--- src/cdp_cfg.svh ---
`ifndef CDP_CFG_SVH
`define CDP_CFG_SVH

// Register indices; byte address is four times the index
`define CDP_IDX_CH0_COUNT   10'h190
`define CDP_IDX_CH0_PHASE   10'h191
`define CDP_IDX_CH0_DUTY    10'h192
`define CDP_IDX_CH1_COUNT   10'h196
`define CDP_IDX_CH1_PHASE   10'h197
`define CDP_IDX_CH1_DUTY    10'h198
`define CDP_IDX_CH2_STAGE1  10'h199
`define CDP_IDX_CH2_STAGE2  10'h19b
`define CDP_IDX_CH2_BYPASS  10'h19c
`define CDP_IDX_CH2_DUTY    10'h19d
`define CDP_IDX_CH3_STAGE1  10'h19e
`define CDP_IDX_CH3_STAGE2  10'h1a0
`define CDP_IDX_CH3_BYPASS  10'h1a1
`define CDP_IDX_CH3_DUTY    10'h1a2
`define CDP_IDX_OUT_MODE    10'h1f0
`define CDP_IDX_STATUS      10'h1f1

// Field positions
`define CDP_HIGH_LSB        0
`define CDP_LOW_LSB         4
`define CDP_NIBBLE_W        4
`define CDP_COARSE_LSB      0
`define CDP_MSB_SEL_BIT     4
`define CDP_BYPASS01_BIT    7
`define CDP_BYPASS_S1_BIT   4
`define CDP_BYPASS_S2_BIT   5
`define CDP_DUTY_OFF_BIT    0
`define CDP_MODE_CH2_SE_BIT 0
`define CDP_MODE_CH3_SE_BIT 1
`define CDP_MODE_CH2_B_BIT  2
`define CDP_MODE_CH3_B_BIT  3

// Reset values
`define CDP_RST_COUNT       8'h00
`define CDP_RST_PHASE       8'h00
`define CDP_RST_DUTY        8'h00
`define CDP_RST_BYPASS      8'h00
`define CDP_RST_MODE        8'h00

// Delay code threshold where the low count joins the offset
`define CDP_CODE_SPLIT      6'h10

`endif

--- src/cdp_pkg.sv ---
package cdp_pkg;

	typedef enum logic [1:0] {
		cdpIdle,
		cdpDelay,
		cdpHigh,
		cdpLow
	} cdp_phase_type;

	typedef logic [3:0] cdp_nibble_type;

endpackage : cdp_pkg

--- src/cdp_channel_divider.sv ---
// How it works
// - Channels 0 and 1 build a delay code: select bit weighs 16, nibble 8-1
// - A code up to 15 delays the first rising edge that many input cycles
// - A code of 16 or more delays by code minus 16 plus low count plus 1
// - Delay is counted in cycles of the clock feeding the channel dividers
// - With correction off the high field sets the high phase, the low field the low phase
// - Each count field holds cycles minus one
// - Channels 2 and 3 cascade two 2-to-32 stages, ratio up to 1024
// - Stage one bypass is bit 4, stage two bypass bit 5
// - Both stages bypassed passes the input clock, ratio one
// - Only stage two bypassed divides by the first stage ratio
// - No bypass divides by the product of both stage ratios
// - Duty correction is on by default; bit 0 turns it off per channel
// - Correction off with stage two active: high time is its high count plus one, times the stage one ratio
// - Correction off and both stages bypassed keeps the input duty
// - Paired outputs run differential or as A and B; differential after reset
// - Phase offsets take effect only at a sync event
// - Bypassed channel 0 or 1 divides by one, else high plus low plus 2
`timescale 1ns/1ps
`include "cdp_cfg.svh"
module cdp_channel_divider (
	input  wire logic        core_clk,
	input  wire logic        sys_rst,
	input  wire logic [11:0] paddr,
	input  wire logic        psel,
	input  wire logic        penable,
	input  wire logic        pwrite,
	input  wire logic [31:0] pwdata,
	output logic      [31:0] prdata,
	output logic             pready,
	output logic             pslverr,
	input  wire logic        syncPin,
	output logic             ch0Out,
	output logic             ch0Rise,
	output logic             ch1Out,
	output logic             ch1Rise,
	output logic             ch2OutA,
	output logic             ch2OutB,
	output logic             ch2Rise,
	output logic             ch3OutA,
	output logic             ch3OutB,
	output logic             ch3Rise
);
	import cdp_pkg::*;

	logic [7:0] ch0Count_reg;
	logic [7:0] ch0Phase_reg;
	logic [7:0] ch0Duty_reg;
	logic [7:0] ch1Count_reg;
	logic [7:0] ch1Phase_reg;
	logic [7:0] ch1Duty_reg;
	logic [7:0] ch2Stage1_reg;
	logic [7:0] ch2Stage2_reg;
	logic [7:0] ch2Bypass_reg;
	logic [7:0] ch2Duty_reg;
	logic [7:0] ch3Stage1_reg;
	logic [7:0] ch3Stage2_reg;
	logic [7:0] ch3Bypass_reg;
	logic [7:0] ch3Duty_reg;
	logic [7:0] outMode_reg;
	logic       synced_reg;
	logic       kick_reg;
	logic       syncMeta_reg;
	logic       syncSafe_reg;
	logic       syncLast_reg;
	logic       loadNow;
	logic       loadLate_reg;
	logic [9:0] regIndex;
	logic       hit;
	logic [7:0] readValue;
	logic       ch2S1Out;
	logic       ch2S1Rise;
	logic       ch3S1Out;
	logic       ch3S1Rise;
	logic       ch2Level;
	logic       ch2Edge;
	logic       ch3Level;
	logic       ch3Edge;

	function automatic cdp_nibble_type highOf(input logic [7:0] r);
		return r[`CDP_HIGH_LSB +: `CDP_NIBBLE_W];
	endfunction : highOf

	function automatic cdp_nibble_type lowOf(input logic [7:0] r);
		return r[`CDP_LOW_LSB +: `CDP_NIBBLE_W];
	endfunction : lowOf

	// Turns the phase fields and low count into whole input cycles
	function automatic logic [4:0] delayOf(
		input logic [7:0] phase,
		input logic [7:0] counts
	);
		logic [5:0] code;
		code = {1'b0, phase[`CDP_MSB_SEL_BIT],
			phase[`CDP_COARSE_LSB +: `CDP_NIBBLE_W]};
		if (code < `CDP_CODE_SPLIT) begin
			return code[4:0];
		end
		return 5'(code - `CDP_CODE_SPLIT + 6'(lowOf(counts)) + 6'h01);
	endfunction : delayOf

	// Sync pin crosses in through two flops before the edge detector
	always_ff @(posedge core_clk) begin
		if (sys_rst) begin
			syncMeta_reg <= 1'b0;
			syncSafe_reg <= 1'b0;
			syncLast_reg <= 1'b0;
		end else begin
			syncMeta_reg <= syncPin;
			syncSafe_reg <= syncMeta_reg;
			syncLast_reg <= syncSafe_reg;
		end
	end

	// One restart right after reset so outputs run without a pin event
	always_ff @(posedge core_clk) begin
		if (sys_rst) begin
			kick_reg   <= 1'b1;
			synced_reg <= 1'b0;
		end else begin
			kick_reg <= 1'b0;
			if (loadNow) begin
				synced_reg <= 1'b1;
			end
		end
	end

	assign loadNow = kick_reg || (syncSafe_reg && !syncLast_reg);

	// Stage two restarts a cycle after stage one: the pulse it counts is
	// registered, so a same-cycle restart would count the first rise
	// twice and cut the first output period short
	always_ff @(posedge core_clk) begin
		if (sys_rst) begin
			loadLate_reg <= 1'b0;
		end else begin
			loadLate_reg <= loadNow;
		end
	end

	// APB slave: zero wait states, read data captured in the setup cycle
	assign regIndex = paddr[11:2];
	assign pready   = 1'b1;

	always_comb begin
		hit       = 1'b1;
		readValue = 8'h00;
		unique case (regIndex)
			`CDP_IDX_CH0_COUNT:  readValue = ch0Count_reg;
			`CDP_IDX_CH0_PHASE:  readValue = ch0Phase_reg;
			`CDP_IDX_CH0_DUTY:   readValue = ch0Duty_reg;
			`CDP_IDX_CH1_COUNT:  readValue = ch1Count_reg;
			`CDP_IDX_CH1_PHASE:  readValue = ch1Phase_reg;
			`CDP_IDX_CH1_DUTY:   readValue = ch1Duty_reg;
			`CDP_IDX_CH2_STAGE1: readValue = ch2Stage1_reg;
			`CDP_IDX_CH2_STAGE2: readValue = ch2Stage2_reg;
			`CDP_IDX_CH2_BYPASS: readValue = ch2Bypass_reg;
			`CDP_IDX_CH2_DUTY:   readValue = ch2Duty_reg;
			`CDP_IDX_CH3_STAGE1: readValue = ch3Stage1_reg;
			`CDP_IDX_CH3_STAGE2: readValue = ch3Stage2_reg;
			`CDP_IDX_CH3_BYPASS: readValue = ch3Bypass_reg;
			`CDP_IDX_CH3_DUTY:   readValue = ch3Duty_reg;
			`CDP_IDX_OUT_MODE:   readValue = outMode_reg;
			`CDP_IDX_STATUS:     readValue = {3'h0, synced_reg, ch3Level,
				ch2Level, ch1Out, ch0Out};
			default:             hit = 1'b0;
		endcase
	end

	always_ff @(posedge core_clk) begin
		if (sys_rst) begin
			prdata  <= 32'h0000_0000;
			pslverr <= 1'b0;
		end else if (psel && !penable) begin
			prdata  <= pwrite ? 32'h0000_0000 : {24'h00_0000, readValue};
			pslverr <= !hit;
		end
	end

	// Writes land at the access edge; status is read only
	always_ff @(posedge core_clk) begin
		if (sys_rst) begin
			ch0Count_reg  <= `CDP_RST_COUNT;
			ch0Phase_reg  <= `CDP_RST_PHASE;
			ch0Duty_reg   <= `CDP_RST_DUTY;
			ch1Count_reg  <= `CDP_RST_COUNT;
			ch1Phase_reg  <= `CDP_RST_PHASE;
			ch1Duty_reg   <= `CDP_RST_DUTY;
			ch2Stage1_reg <= `CDP_RST_COUNT;
			ch2Stage2_reg <= `CDP_RST_COUNT;
			ch2Bypass_reg <= `CDP_RST_BYPASS;
			ch2Duty_reg   <= `CDP_RST_DUTY;
			ch3Stage1_reg <= `CDP_RST_COUNT;
			ch3Stage2_reg <= `CDP_RST_COUNT;
			ch3Bypass_reg <= `CDP_RST_BYPASS;
			ch3Duty_reg   <= `CDP_RST_DUTY;
			outMode_reg   <= `CDP_RST_MODE;
		end else if (psel && penable && pwrite) begin
			unique case (regIndex)
				`CDP_IDX_CH0_COUNT:  ch0Count_reg  <= pwdata[7:0];
				`CDP_IDX_CH0_PHASE:  ch0Phase_reg  <= pwdata[7:0];
				`CDP_IDX_CH0_DUTY:   ch0Duty_reg   <= pwdata[7:0];
				`CDP_IDX_CH1_COUNT:  ch1Count_reg  <= pwdata[7:0];
				`CDP_IDX_CH1_PHASE:  ch1Phase_reg  <= pwdata[7:0];
				`CDP_IDX_CH1_DUTY:   ch1Duty_reg   <= pwdata[7:0];
				`CDP_IDX_CH2_STAGE1: ch2Stage1_reg <= pwdata[7:0];
				`CDP_IDX_CH2_STAGE2: ch2Stage2_reg <= pwdata[7:0];
				`CDP_IDX_CH2_BYPASS: ch2Bypass_reg <= pwdata[7:0];
				`CDP_IDX_CH2_DUTY:   ch2Duty_reg   <= pwdata[7:0];
				`CDP_IDX_CH3_STAGE1: ch3Stage1_reg <= pwdata[7:0];
				`CDP_IDX_CH3_STAGE2: ch3Stage2_reg <= pwdata[7:0];
				`CDP_IDX_CH3_BYPASS: ch3Bypass_reg <= pwdata[7:0];
				`CDP_IDX_CH3_DUTY:   ch3Duty_reg   <= pwdata[7:0];
				`CDP_IDX_OUT_MODE:   outMode_reg   <= pwdata[7:0];
				default: begin
				end
			endcase
		end
	end

	// The core clock stands for the channel input clock: a rise every cycle
	cdp_stage ch0Div (
		.core_clk (core_clk),
		.sys_rst  (sys_rst),
		.loadNow  (loadNow),
		.inLevel  (1'b1),
		.inRise   (1'b1),
		.highCnt  (highOf(ch0Count_reg)),
		.lowCnt   (lowOf(ch0Count_reg)),
		.delayCnt (delayOf(ch0Phase_reg, ch0Count_reg)),
		.bypass   (ch0Phase_reg[`CDP_BYPASS01_BIT]),
		.dccOn    (!ch0Duty_reg[`CDP_DUTY_OFF_BIT]),
		.outLevel (ch0Out),
		.outRise  (ch0Rise)
	);

	cdp_stage ch1Div (
		.core_clk (core_clk),
		.sys_rst  (sys_rst),
		.loadNow  (loadNow),
		.inLevel  (1'b1),
		.inRise   (1'b1),
		.highCnt  (highOf(ch1Count_reg)),
		.lowCnt   (lowOf(ch1Count_reg)),
		.delayCnt (delayOf(ch1Phase_reg, ch1Count_reg)),
		.bypass   (ch1Phase_reg[`CDP_BYPASS01_BIT]),
		.dccOn    (!ch1Duty_reg[`CDP_DUTY_OFF_BIT]),
		.outLevel (ch1Out),
		.outRise  (ch1Rise)
	);

	// Second stage counts rising edges of the first: ratios multiply
	cdp_stage ch2First (
		.core_clk (core_clk),
		.sys_rst  (sys_rst),
		.loadNow  (loadNow),
		.inLevel  (1'b1),
		.inRise   (1'b1),
		.highCnt  (highOf(ch2Stage1_reg)),
		.lowCnt   (lowOf(ch2Stage1_reg)),
		.delayCnt (5'h00),
		.bypass   (ch2Bypass_reg[`CDP_BYPASS_S1_BIT]),
		.dccOn    (!ch2Duty_reg[`CDP_DUTY_OFF_BIT]),
		.outLevel (ch2S1Out),
		.outRise  (ch2S1Rise)
	);

	// Late restart keeps stage two in step with the registered pulse
	cdp_stage ch2Second (
		.core_clk (core_clk),
		.sys_rst  (sys_rst),
		.loadNow  (loadLate_reg),
		.inLevel  (ch2S1Out),
		.inRise   (ch2S1Rise),
		.highCnt  (highOf(ch2Stage2_reg)),
		.lowCnt   (lowOf(ch2Stage2_reg)),
		.delayCnt (5'h00),
		.bypass   (ch2Bypass_reg[`CDP_BYPASS_S2_BIT]),
		.dccOn    (!ch2Duty_reg[`CDP_DUTY_OFF_BIT]),
		.outLevel (ch2Level),
		.outRise  (ch2Edge)
	);

	cdp_stage ch3First (
		.core_clk (core_clk),
		.sys_rst  (sys_rst),
		.loadNow  (loadNow),
		.inLevel  (1'b1),
		.inRise   (1'b1),
		.highCnt  (highOf(ch3Stage1_reg)),
		.lowCnt   (lowOf(ch3Stage1_reg)),
		.delayCnt (5'h00),
		.bypass   (ch3Bypass_reg[`CDP_BYPASS_S1_BIT]),
		.dccOn    (!ch3Duty_reg[`CDP_DUTY_OFF_BIT]),
		.outLevel (ch3S1Out),
		.outRise  (ch3S1Rise)
	);

	// Same late restart as channel 2
	cdp_stage ch3Second (
		.core_clk (core_clk),
		.sys_rst  (sys_rst),
		.loadNow  (loadLate_reg),
		.inLevel  (ch3S1Out),
		.inRise   (ch3S1Rise),
		.highCnt  (highOf(ch3Stage2_reg)),
		.lowCnt   (lowOf(ch3Stage2_reg)),
		.delayCnt (5'h00),
		.bypass   (ch3Bypass_reg[`CDP_BYPASS_S2_BIT]),
		.dccOn    (!ch3Duty_reg[`CDP_DUTY_OFF_BIT]),
		.outLevel (ch3Level),
		.outRise  (ch3Edge)
	);

	// Differential: B is the complement; single ended: B gated by its enable
	always_ff @(posedge core_clk) begin
		if (sys_rst) begin
			ch2OutA <= 1'b0;
			ch2OutB <= 1'b0;
			ch2Rise <= 1'b0;
			ch3OutA <= 1'b0;
			ch3OutB <= 1'b0;
			ch3Rise <= 1'b0;
		end else begin
			ch2OutA <= ch2Level;
			ch2Rise <= ch2Edge;
			ch2OutB <= outMode_reg[`CDP_MODE_CH2_SE_BIT] ?
				(ch2Level && outMode_reg[`CDP_MODE_CH2_B_BIT]) : !ch2Level;
			ch3OutA <= ch3Level;
			ch3Rise <= ch3Edge;
			ch3OutB <= outMode_reg[`CDP_MODE_CH3_SE_BIT] ?
				(ch3Level && outMode_reg[`CDP_MODE_CH3_B_BIT]) : !ch3Level;
		end
	end

endmodule : cdp_channel_divider

--- src/cdp_stage.sv ---
`timescale 1ns/1ps
module cdp_stage (
	input  wire logic                   core_clk,
	input  wire logic                   sys_rst,
	input  wire logic                   loadNow,
	input  wire logic                   inLevel,
	input  wire logic                   inRise,
	input  wire cdp_pkg::cdp_nibble_type highCnt,
	input  wire cdp_pkg::cdp_nibble_type lowCnt,
	input  wire logic [4:0]             delayCnt,
	input  wire logic                   bypass,
	input  wire logic                   dccOn,
	output logic                        outLevel,
	output logic                        outRise
);
	import cdp_pkg::*;

	cdp_nibble_type hiCnt_reg;
	cdp_nibble_type loCnt_reg;
	logic           byp_reg;
	logic           dcc_reg;
	cdp_phase_type  phase_reg;
	logic [4:0]     cnt_reg;
	logic           bypassNow;
	logic           enterHigh;
	logic           leaveHigh;

	// Phase lengths; correction splits the whole ratio, high gets the floor
	function automatic logic [4:0] phaseLen(
		input cdp_nibble_type n,
		input cdp_nibble_type m,
		input logic           dcc,
		input logic           wantHigh
	);
		logic [5:0] ratio;
		logic [4:0] hi;
		ratio = 6'(n) + 6'(m) + 6'h02;
		hi = dcc ? ratio[5:1] : 5'(n) + 5'h01;
		return wantHigh ? hi : 5'(ratio - 6'(hi));
	endfunction : phaseLen

	assign bypassNow = loadNow ? bypass : byp_reg;
	assign enterHigh = loadNow ? (delayCnt == 5'h00) :
		(inRise && cnt_reg == 5'h00 &&
		(phase_reg == cdpDelay || phase_reg == cdpLow));
	assign leaveHigh = !loadNow && inRise && cnt_reg == 5'h00 &&
		phase_reg == cdpHigh;

	// Settings only reach the counters at a sync event
	always_ff @(posedge core_clk) begin
		if (sys_rst) begin
			hiCnt_reg <= 4'h0;
			loCnt_reg <= 4'h0;
			byp_reg   <= 1'b0;
			dcc_reg   <= 1'b1;
		end else if (loadNow) begin
			hiCnt_reg <= highCnt;
			loCnt_reg <= lowCnt;
			byp_reg   <= bypass;
			dcc_reg   <= dccOn;
		end
	end

	// Counter advances once per rising edge of this stage's input
	always_ff @(posedge core_clk) begin
		if (sys_rst) begin
			phase_reg <= cdpIdle;
			cnt_reg   <= 5'h00;
		end else if (loadNow) begin
			if (delayCnt == 5'h00) begin
				phase_reg <= cdpHigh;
				cnt_reg   <= phaseLen(highCnt, lowCnt, dccOn, 1'b1) - 5'h01;
			end else begin
				phase_reg <= cdpDelay;
				cnt_reg   <= delayCnt - 5'h01;
			end
		end else if (inRise && phase_reg != cdpIdle) begin
			if (cnt_reg != 5'h00) begin
				cnt_reg <= cnt_reg - 5'h01;
			end else begin
				unique case (phase_reg)
					cdpDelay, cdpLow: begin
						phase_reg <= cdpHigh;
						cnt_reg   <= phaseLen(hiCnt_reg, loCnt_reg, dcc_reg,
							1'b1) - 5'h01;
					end
					cdpHigh: begin
						phase_reg <= cdpLow;
						cnt_reg   <= phaseLen(hiCnt_reg, loCnt_reg, dcc_reg,
							1'b0) - 5'h01;
					end
					cdpIdle: begin
						phase_reg <= cdpIdle;
					end
				endcase
			end
		end
	end

	// Registered output; a bypassed stage repeats its input unchanged
	always_ff @(posedge core_clk) begin
		if (sys_rst) begin
			outLevel <= 1'b0;
			outRise  <= 1'b0;
		end else if (bypassNow) begin
			outLevel <= inLevel;
			outRise  <= inRise;
		end else begin
			outRise <= enterHigh;
			if (enterHigh) begin
				outLevel <= 1'b1;
			end else if (leaveHigh || loadNow) begin
				outLevel <= 1'b0;
			end
		end
	end

endmodule : cdp_stage

--- config.mk ---
export PLATFORM = sky130hd
export DESIGN_NAME = cdp_channel_divider
export DESIGN_NICKNAME = d
export VERILOG_FILES = /design/src/cdp_pkg.sv /design/src/cdp_channel_divider.sv /design/src/cdp_stage.sv
export VERILOG_INCLUDE_DIRS = /design/src
export SDC_FILE = /design/constraint.sdc
export NUM_CORES = 1
export LEC_CHECK = 0
export BUFFER_PORTS_ARGS = -buffer_cell sky130_fd_sc_hd__buf_2
export CAP_MARGIN = 20
export CORE_MARGIN = 1
export CORE_UTILIZATION = 35
export CTS_BUF_LIST = sky130_fd_sc_hd__clkbuf_8 sky130_fd_sc_hd__clkbuf_16
export CTS_CLUSTER_DIAMETER = 100
export DETAILED_ROUTE_END_ITERATION = 7
export HOLD_SLACK_MARGIN = 0.02
export PLACE_DENSITY_LB_ADDON = 0.1
export RECOVER_POWER = 25
export SLEW_MARGIN = 30
export SYNTH_ARGS = -nofsm -noshare
export SYNTH_HDL_FRONTEND = slang
export SYNTH_SLANG_ARGS = --single-unit
--- constraint.sdc ---
create_clock -name core_clk -period 7 [get_ports core_clk]
set_input_delay 1.05 -clock core_clk [delete_from_list [all_inputs] [get_ports core_clk]]
set_output_delay 1.05 -clock core_clk [all_outputs]
set_load 0.01 [all_outputs]
=== Word level (Yosys, flattened, before mapping) ===
Cells that the tools add are included.

* Add/subtract/negate cells: 74
* Bitwise logic cells: 4
* Equality and inequality tests: 40
* Multiplexer cells: 112
* Reductions and logical operators: 138
* $lt $le $gt $ge: 2

{| class="wikitable"
|+ Operators by type and width
! cell !! number
|-
| 5-bit two-way mux || 36
|-
| 10-bit by 9-bit == test with 1-bit output (second input constant) || 16
|-
| 5-bit by 1-bit subtractor with 5-bit output (second input constant) || 26
|-
| 8-bit one-hot mux with 16 select lines || 1
|-
| 2-bit AND reduction || 31
|-
| 4-bit by 1-bit adder with 5-bit output (second input constant) || 12
|-
| 4-bit by 4-bit adder with 5-bit output || 12
|-
| 5-bit one-hot mux with 2 select lines || 6
|-
| 1-bit two-way mux || 42
|-
| 5-bit zero test || 8
|-
| 2-bit two-way mux || 20
|-
| 5-bit by 2-bit adder with 6-bit output (second input constant) || 6
|-
| 6-bit by 2-bit adder with 6-bit output (second input constant) || 6
|-
| 2-bit one-hot mux with 3 select lines || 6
|-
| 1-bit logical AND || 30
|-
| 5-bit nonzero test || 6
|-
| 5-bit subtractor || 6
|-
| 2-bit == test (second input constant) || 12
|-
| 2-bit nonzero test || 12
|-
| 4-bit nonzero test || 6
|-
| 3-bit nonzero test || 6
|-
| 16-bit OR reduction || 1
|-
| 2-bit OR reduction || 8
|-
| 1-bit logical OR || 13
|-
| other kinds (11) || 42
|}

* Flip-flop bits (word level): 279
* Output and inout bits: 44
* Input port bits: 50
* Logic and storage cells: 451

=== Longest topological paths before layout ===
Gate-level depths: netlist of run 1.

* Depth in word-level cells: 10
* Mapped depth: 17
* Gate-level depth less buffers: 17

=== Cells and area by module ===
Synthesis of run 1 repeated with hierarchy kept, for this count alone.

* Cell total of the unflattened synthesis: 2127
* Area total of the unflattened synthesis: 17754.5 sq um

{| class="wikitable"
|+ By module, submodules not included
! module !! seq. area each (sq um) !! times used !! cells each !! area each (sq um)
|-
| cdp_stage at ch0Div ... || 380.4 || 4 || 219 || 1790.5
|-
| cdp_channel_divider || 2822.7 || 1 || 804 || 7031.7
|-
| cdp_stage at ch1Div || 380.4 || 1 || 228 || 1786.7
|-
| cdp_stage at ch2First || 380.4 || 1 || 219 || 1774.2
|}

=== Worst setup path after synthesis of run 1 ===
No wires, ideal clock.

* Path kind: register to register
* Start point: reg ch0Div.hiCnt_reg[1]
* End point: reg ch0Div.cnt_reg[4]
* Path buffers: 0
* Required time: 6.863 ns
* Setup time: 0.137 ns
* Period minus slack after synthesis: 3.471 ns
* Slack: 3.529 ns
* Arrival time: 3.334 ns
* Stages on the path, launching flop included: 18
* Cells stage by stage: dfxtp_1 -> inv_1 -> ha_1 -> inv_1 -> ha_1 -> inv_1 -> fa_1 -> nand2_1 -> o21ai_0 -> inv_1 -> fa_1 -> nor2b_1 -> o21ai_0 -> a31o_1 -> mux2_2 -> a22oi_1 -> mux2i_1 -> o211ai_1

* Longest elaborated chain between the ends: 9
* Elaborated cells between the ends (all ways): 11
* Those cells by class: 6 x add/sub; 5 x mux

{| class="wikitable"
|+ RTL lines
! element !! line !! text
|-
| from (decl) || cdp_stage.sv:18 || <nowiki>cdp_nibble_type hiCnt_reg;</nowiki>
|-
| from (signal assigned) || cdp_stage.sv:57 || <nowiki>hiCnt_reg <= highCnt;</nowiki>
|-
| 4-bit by 4-bit adder with 5-bit output || cdp_stage.sv:37 || <nowiki>ratio = 6'(n) + 6'(m) + 6'h02;</nowiki>
|-
| 5-bit by 2-bit adder with 6-bit output || cdp_stage.sv:37 ||
|-
| 5-bit two-way mux || cdp_stage.sv:38 || <nowiki>hi = dcc ? ratio[5:1] : 5'(n) + 5'h01;</nowiki>
|-
| 5-bit subtractor || -- ||
|-
| 5-bit by 1-bit subtractor with 5-bit output || cdp_stage.sv:90 || <nowiki>1'b0) - 5'h01;</nowiki>
|-
| 5-bit one-hot mux with 2 select lines * || cdp_stage.sv:81 || <nowiki>unique case (phase_reg)</nowiki>
|-
| 5-bit two-way mux * || cdp_stage.sv:78 || <nowiki>if (cnt_reg != 5'h00) begin</nowiki>
|-
| 5-bit two-way mux * || cdp_stage.sv:77 || <nowiki>end else if (inRise && phase_reg != cdpIdle) begin</nowiki>
|-
| 5-bit two-way mux * || cdp_stage.sv:69 || <nowiki>end else if (loadNow) begin</nowiki>
|-
| to (signal assigned) || cdp_stage.sv:72 || <nowiki>cnt_reg <= phaseLen(highCnt, lowCnt, dccOn, 1'b1) - 5'h01;</nowiki>
|-
| to (signal assigned) || cdp_stage.sv:79 || <nowiki>cnt_reg <= cnt_reg - 5'h01;</nowiki>
|-
| to (signal assigned) || cdp_stage.sv:84 || <nowiki>cnt_reg <= phaseLen(hiCnt_reg, loCnt_reg, dcc_reg,</nowiki>
|-
| to (decl) || cdp_stage.sv:23 || <nowiki>logic [4:0] cnt_reg;</nowiki>
|}

Mark *: on every way between the ends. The rest lies on a longest branch, timed or not. The select of a mux whose other input is x is not followed.
A chain may end at the register's enable or synchronous reset.

=== Final worst setup path of run 1 ===
Ends and elaborated chain as after synthesis.

==> out/qor.txt, run 1 <==
status: complete, but fails checks
failing checks: max-capacitance violations, max-slew violations
most frequent cells in the layout: 268 x nand2_1, 254 x dfxtp_1, 195 x a21oi_1
number of synthesized register bits: 255
GR Overflow Total: 0
Via density: 5.42
Max Root-Sink Buffers: 3
worst skew pair latency: 0.59 ns
fin nets: 2163
Final setup viols: 0
vias in the first global route: 13100
Hold Fails Final Rpt: 0
htree depth: 1
final instance area: 17900 µm²
post_cts resized: 0
Syn Area/Cell: 8.20 µm²
placed inst area: 16900 µm²
clock share of power: 47.6%
switching share of power: 25.9%
Core Region: 45800 µm²
Ys Warns: 0
fin crit share: 56.5%
Initial DRT Pass Iterations: 6
DRT iter0 DRCs: 856
sequential area share after synthesis: 31.1%
CTS tree: built
post-DP HPWL: 33400 µm
Reg power frac: 44.3%
Hold Crit Class: flip-flop to flip-flop
critical path launch point type: flip-flop
register clock-pin slew on the reported worst setup and hold paths: 0.06 ns
crit-path cells: inv_1, ha_1, inv_1, ha_1, inv_1, fa_1, nand2_1, o21ai_0, inv_1, fa_1, nor2b_1, o21ai_0, a31o_1, mux2_2, a22oi_1, mux2i_1, o211ai_1
Pins Over Slew Limit: 100
Clock Tree Root: clkbuf_16
Worst Setup End Kind: flip-flop
Setup Skew: 0.0165 ns
Post-synth top flop: dfxtp_1
final WL: 46900 µm
DRC errors left: 0
CTS hold repair buffers: 0
highest-delay cell along the critical path: fa_1
pre-CTS setup slack: 3.10 ns
post-CTS setup buffers: 0
CP most frequent cell: inv_1
commonest non-fill, non-tap cell in the layout: nand2_1
Setup TNS Final: 0 ns
delay-heaviest family, CP: adder cells
synthesized cell area: 16400 µm²
worst path bufs/invs: 4
Mapped Cells: 2001
slack of the critical path: 3.04 ns
worst slew pin tran: 2.58 ns
Rel. slew slack: -72.2%
Port Buffer Count: 42
CP Class: flip-flop to flip-flop
die area: 47800 µm²
Comb pwr share: 8.0%
static leakage: 7.02 nW
die width: 219 µm
pin count of the biggest net entering global routing: 123
initial core utilization: 35.9%
Site Rows: 78
ant diodes: 0
gr usage total: 19.7%
global-route wire length before repair: 75200 µm
Sw Pwr: 877 µW
min cycle time layout: 3.96 ns
Int Power: 2.50 mW
VDD IR max: 0.199 mV
Syn-to-layout area delta: 9.30%
MaxCap Viol Count: 2
Crit Path Max Fanout: 4
clock sink count: 255
Worst Path Arrival: 4.41 ns
die height: 219 µm
Post-synth EDFFs: 0
power density cells: 188 nW/µm²
library cells used by synthesis: 102
via count: 14100
RSZ-0062 raised after global routing: no
initial antenna violation count: 0
antenna-violating nets left: 0
RePlAce Congestion: 0.849
routed len/inst: 18.0 µm
CP max stage delay: 0.49 ns
Critical Path RT: 7.45 ns
fmax: 253 MHz
Util after Layout: 39.2%
Top Ports: 94
FFs w/ async S/R, synth: 0%
number of CTS-inserted buffers: 30
ratio of cells with drive above 1 in the final layout: 7.19%
==> final cells by class <==
| type | instances | area [µm²] |
|---|---|---|
| Multi-Input combinational cell | 1540 | 10400 |
| Inverter | 103 | 387 |
| Timing Repair Buffer | 49 | 253 |
| Clock inverter | 16 | 155 |
| Clock buffer | 39 | 875 |
| Tap cell | 600 | 751 |
| Sequential cell | 255 | 5110 |
| Fill cell | 4755 | 27800 |
==> synthesized netlist by cell type (all sizes together), types with 10 or more instances <==
master    n  area [µm²]
nand3b   10        75.1
nand2   270        1030
nand4    11        83.8
nor3     36         233
fa       20         400
nand2b   26         170
mux2i   117        1170
o21ai    68         340
xor2     24         210
buf      56         347
nor2    165         637
and2     13        81.3
a221oi   20         188
nor2b    37         231
a21oi   195         976
dfxtp   255        5100
a31oi    14        87.6
a21o     21         158
xnor2    41         359
o211ai   13        97.6
inv     103         387
clkbuf   70         264
ha      114        1430
a211oi   38         290
a22oi    12        90.1
nand3    79         418
==> worst paths after layout <==
kind	cells after the start	slack [ns]	startpoint	to
max	17	3.04	ch0Div.hiCnt_reg[1]$_SDFFE_PP0N_	ch0Div.cnt_reg[4]$_SDFFE_PP0P_
min	1	0.44	syncMeta_reg$_SDFF_PP0_	syncSafe_reg$_SDFF_PP0_
max reg2reg	17	3.04	ch0Div.hiCnt_reg[1]$_SDFFE_PP0N_	ch0Div.cnt_reg[4]$_SDFFE_PP0P_
min reg2reg	1	0.44	syncMeta_reg$_SDFF_PP0_	syncSafe_reg$_SDFF_PP0_
==> metal layers <==
layer  up-vias  part of all wire (%)  global-route usage, %
li1       7045                     -                      -
met1      6704                    50                   29.3
met2       305                    44                   30.4
met3        43                   4.4                   2.00
met4         0                   1.5                   4.31
met5         -                     0                      0
==> power groups by stage <==
stage | Combinational [mW] | Clock (mW) | Sequential, mW
after floorplan | 0.205 | 0 | 1.52
after global placement | 0.271 | 0 | 1.53
after detailed placement | 0.271 | 0 | 1.53
after CTS | 0.272 | 1.65 | 1.50
after global routing | 0.300 | 1.71 | 1.50
final | 0.272 | 1.61 | 1.50
==> cell families (layout without fill, tap and decap cells) <==
logic type / after synthesis / after routing / share of synthesized area (%)
xor+xnor: 65 / 65 / 3.47
other cells: 2 / 25 / 0.0458
compound gates: 483 / 483 / 19.2
mux: 124 / 124 / 7.64
buf+inv: 229 / 207 / 6.08
fa+ha+maj: 136 / 136 / 11.3
flops: 255 / 255 / 31.1
simple gates: 707 / 707 / 21.3
==> per-stage QoR <==
step                power [mW]  hold WS, ns  std cells
floorplan                 1.73        0.414       2024
global placement          1.80        0.423       2547
detailed placement        1.80        0.428       2547
CTS                       3.42        0.441       2602
global route              3.51        0.468       2602
finish                    3.38        0.438       2602
(Power assumes the default switching activity.)
==> run 2: changes to the inputs <==
ABC_AREA = 1   (was unset)
clock period = 4.02 ns   (was 7 ns; I/O delays follow)
==> run 2 against run 1 <==
The run now ends clean. Setup slack worse by 2.4 ns. Synthesized cell count up 17%. Design area down 0.58%. Via count up 5.9%. Register-to-register slack worse by 2.3 ns. Routed wire length up 3.6%. Final cell count up 14%. Non-clock buffer count up 4. Sequential share of layout area up 0.16 points. Clock power up 82%. Global-route usage up 0.99 points. Count of clock-buffer cells in the layout unchanged.
==> out/qor.txt, run 2 <==
status: complete, no violations
fmax: 294 MHz
Via density: 5.02
DRT iter0 DRCs: 907
VDD IR max: 0.324 mV
Hold Crit Class: input pin to flip-flop
post-DP HPWL: 36700 µm
ratio of cells with drive above 1 in the final layout: 5.65%
Post-synth top flop: dfxtp_1
number of CTS-inserted buffers: 31
number of synthesized register bits: 255
synthesized cell area: 16200 µm²
vias in the first global route: 14100
Clock Tree Root: clkbuf_16
CP Class: input pin to flip-flop
sequential area share after synthesis: 31.6%
Syn-to-layout area delta: 10.4%
Mapped Cells: 2338
static leakage: 7.89 nW
Syn Area/Cell: 6.91 µm²
pre-CTS setup slack: 0.718 ns
worst skew pair latency: 0.57 ns
most frequent cells after synthesis: 420 x nand2_1, 381 x inv_1, 264 x o21ai_0
pin count of the biggest net entering global routing: 61
htree depth: 1
GR Overflow Total: 0
power density cells: 360 nW/µm²
Site Rows: 78
die width: 217 µm
Ys Warns: 0
CTS hold repair buffers: 0
global-route wire length before repair: 77500 µm
ant diodes: 0
ranking of synthesized cells by area: dfxtp_1 32%, nand2_1 9.8%, inv_1 8.9%, ha_1 8.8%, o21ai_0 8.2%
Worst Path Arrival: 3.84 ns
MaxCap Viol Count: 0
fin nets: 2535
Port Buffer Count: 42
most frequent cells in the layout: 420 x nand2_1, 385 x inv_1, 264 x o21ai_0
CTS tree: built
FFs w/ async S/R, synth: 0%
Final setup viols: 0
fillers: 4960
Initial DRT Pass Iterations: 6
die height: 217 µm
die area: 47000 µm²
Seq. cell area: 5100 µm²
min cycle time layout: 3.41 ns
Yosys top cell by area: dfxtp_1
Worst Setup End Kind: flip-flop
post-CTS setup buffers: 0
worst slew pin tran: 1.32 ns
Post-synth EDFFs: 0
via count: 14900
antenna-violating nets left: 0
slack of the critical path: 0.613 ns
initial core utilization: 35.5%
fin crit share: 84.7%
Util after Layout: 39.2%
Yosys top cell area share: 31.6%
DRC errors left: 0
placed insts: 2918
routed len/inst: 16.3 µm
Hold Fails Final Rpt: 0
Max Root-Sink Buffers: 3
Pins Over Slew Limit: 0
post_cts resized: 0
most frequent cell after synthesis: nand2_1
Top Ports: 94
gr usage total: 20.7%
Setup TNS Final: 0 ns
initial antenna violation count: 0
Rel. slew slack: 11.7%
Critical Path RT: 4.45 ns
final WL: 48600 µm
multi-input logic area: 9170 µm²
Core Region: 45500 µm²
R2R Setup Slk: 0.72 ns
Setup Skew: 0.00897 ns
commonest non-fill, non-tap cell in the layout: nand2_1
final std cells w/o fill: 2973
Final Power: 6.42 mW
register clock-pin slew on the reported worst setup and hold paths: 0.06 ns
library cells used by synthesis: 57
Crit Path Max Fanout: 60
clock sink count: 255
RSZ-0062 raised after global routing: no
critical path launch point type: input pin
RePlAce Congestion: 0.855
run 2: cell types whose count changed in the layout (fill, tap and decap cells not counted), moves of 20 or more:
cell      change
nand2_1     +152
o21ai_0     +204
nand2b_1     -24
inv_1       +275
a21o_1       -20
a21oi_1      +33
o22ai_1      +41
a211oi_1     -25
nor2b_1      -37
mux2i_1     -116
nand3_1      +67
xnor2_1      -25
run 2: cells by family (layout without fill, tap and decap cells):
group / Yosys count / after routing / share of synthesized area (%)
xor+xnor: 35 / 35 / 1.90
flops: 255 / 255 / 31.6
fa+ha+maj: 134 / 134 / 11.3
simple gates: 785 / 785 / 21.3
mux: 1 / 1 / 0.0620
compound gates: 636 / 636 / 21.6
other cells: 2 / 25 / 0.0465
buf+inv: 490 / 502 / 12.2
run 2: worst max-delay path: stages:
cell        delay, ns
clkbuf_1         0.57
clkinvlp_2       1.31
clkbuf_2         0.92
o21ai_0          0.29
a21oi_1          0.06
run 2: path summary, 6_finish.rpt:
path,startpoint,end,cells past startpoint
max,sys_rst,ch0Phase_reg[1]$_SDFFE_PP0P_,5
min,syncPin,syncMeta_reg$_SDFF_PP0_,3
max reg2reg,ch1Div.hiCnt_reg[1]$_SDFFE_PP0N_,ch1Div.cnt_reg[3]$_SDFFE_PP0P_,18
min reg2reg,syncMeta_reg$_SDFF_PP0_,syncSafe_reg$_SDFF_PP0_,2
run 2: power by group:
part	switching [mW]	leakage, nW	internal [mW]
registers	0.0586	2.07	2.60
clock network	1.13	0.550	1.80
logic	0.565	5.27	0.271
run 2: stage by stage:
step	hold WS, ns	instance area [µm²]
6_report	0.233	17800
5_1_grt	0.226	17800
4_1_cts	0.216	17900
3_5_place_dp	0.392	16800
3_3_place_gp	0.393	16800
2_1_floorplan	0.388	16200
run 2: per-layer routing:
metal | wire (µm) | vias to the layer above | GRT usage (%)
met5 | 0 | - | 0
met4 | 775 | 0 | 4.25
met3 | 1970 | 44 | 2.43
met2 | 21500 | 241 | 33.0
met1 | 24400 | 6934 | 29.9
li1 | - | 7710 | -
run 2: cell type report:
class | instances | area share, %
inverter | 394 | 8.30
clock buffer | 39 | 4.97
multi-input combinational | 1616 | 51.4
sequential | 255 | 28.6
clock inverter | 16 | 1.04
timing repair buffer | 53 | 1.44
tap | 600 | 4.21
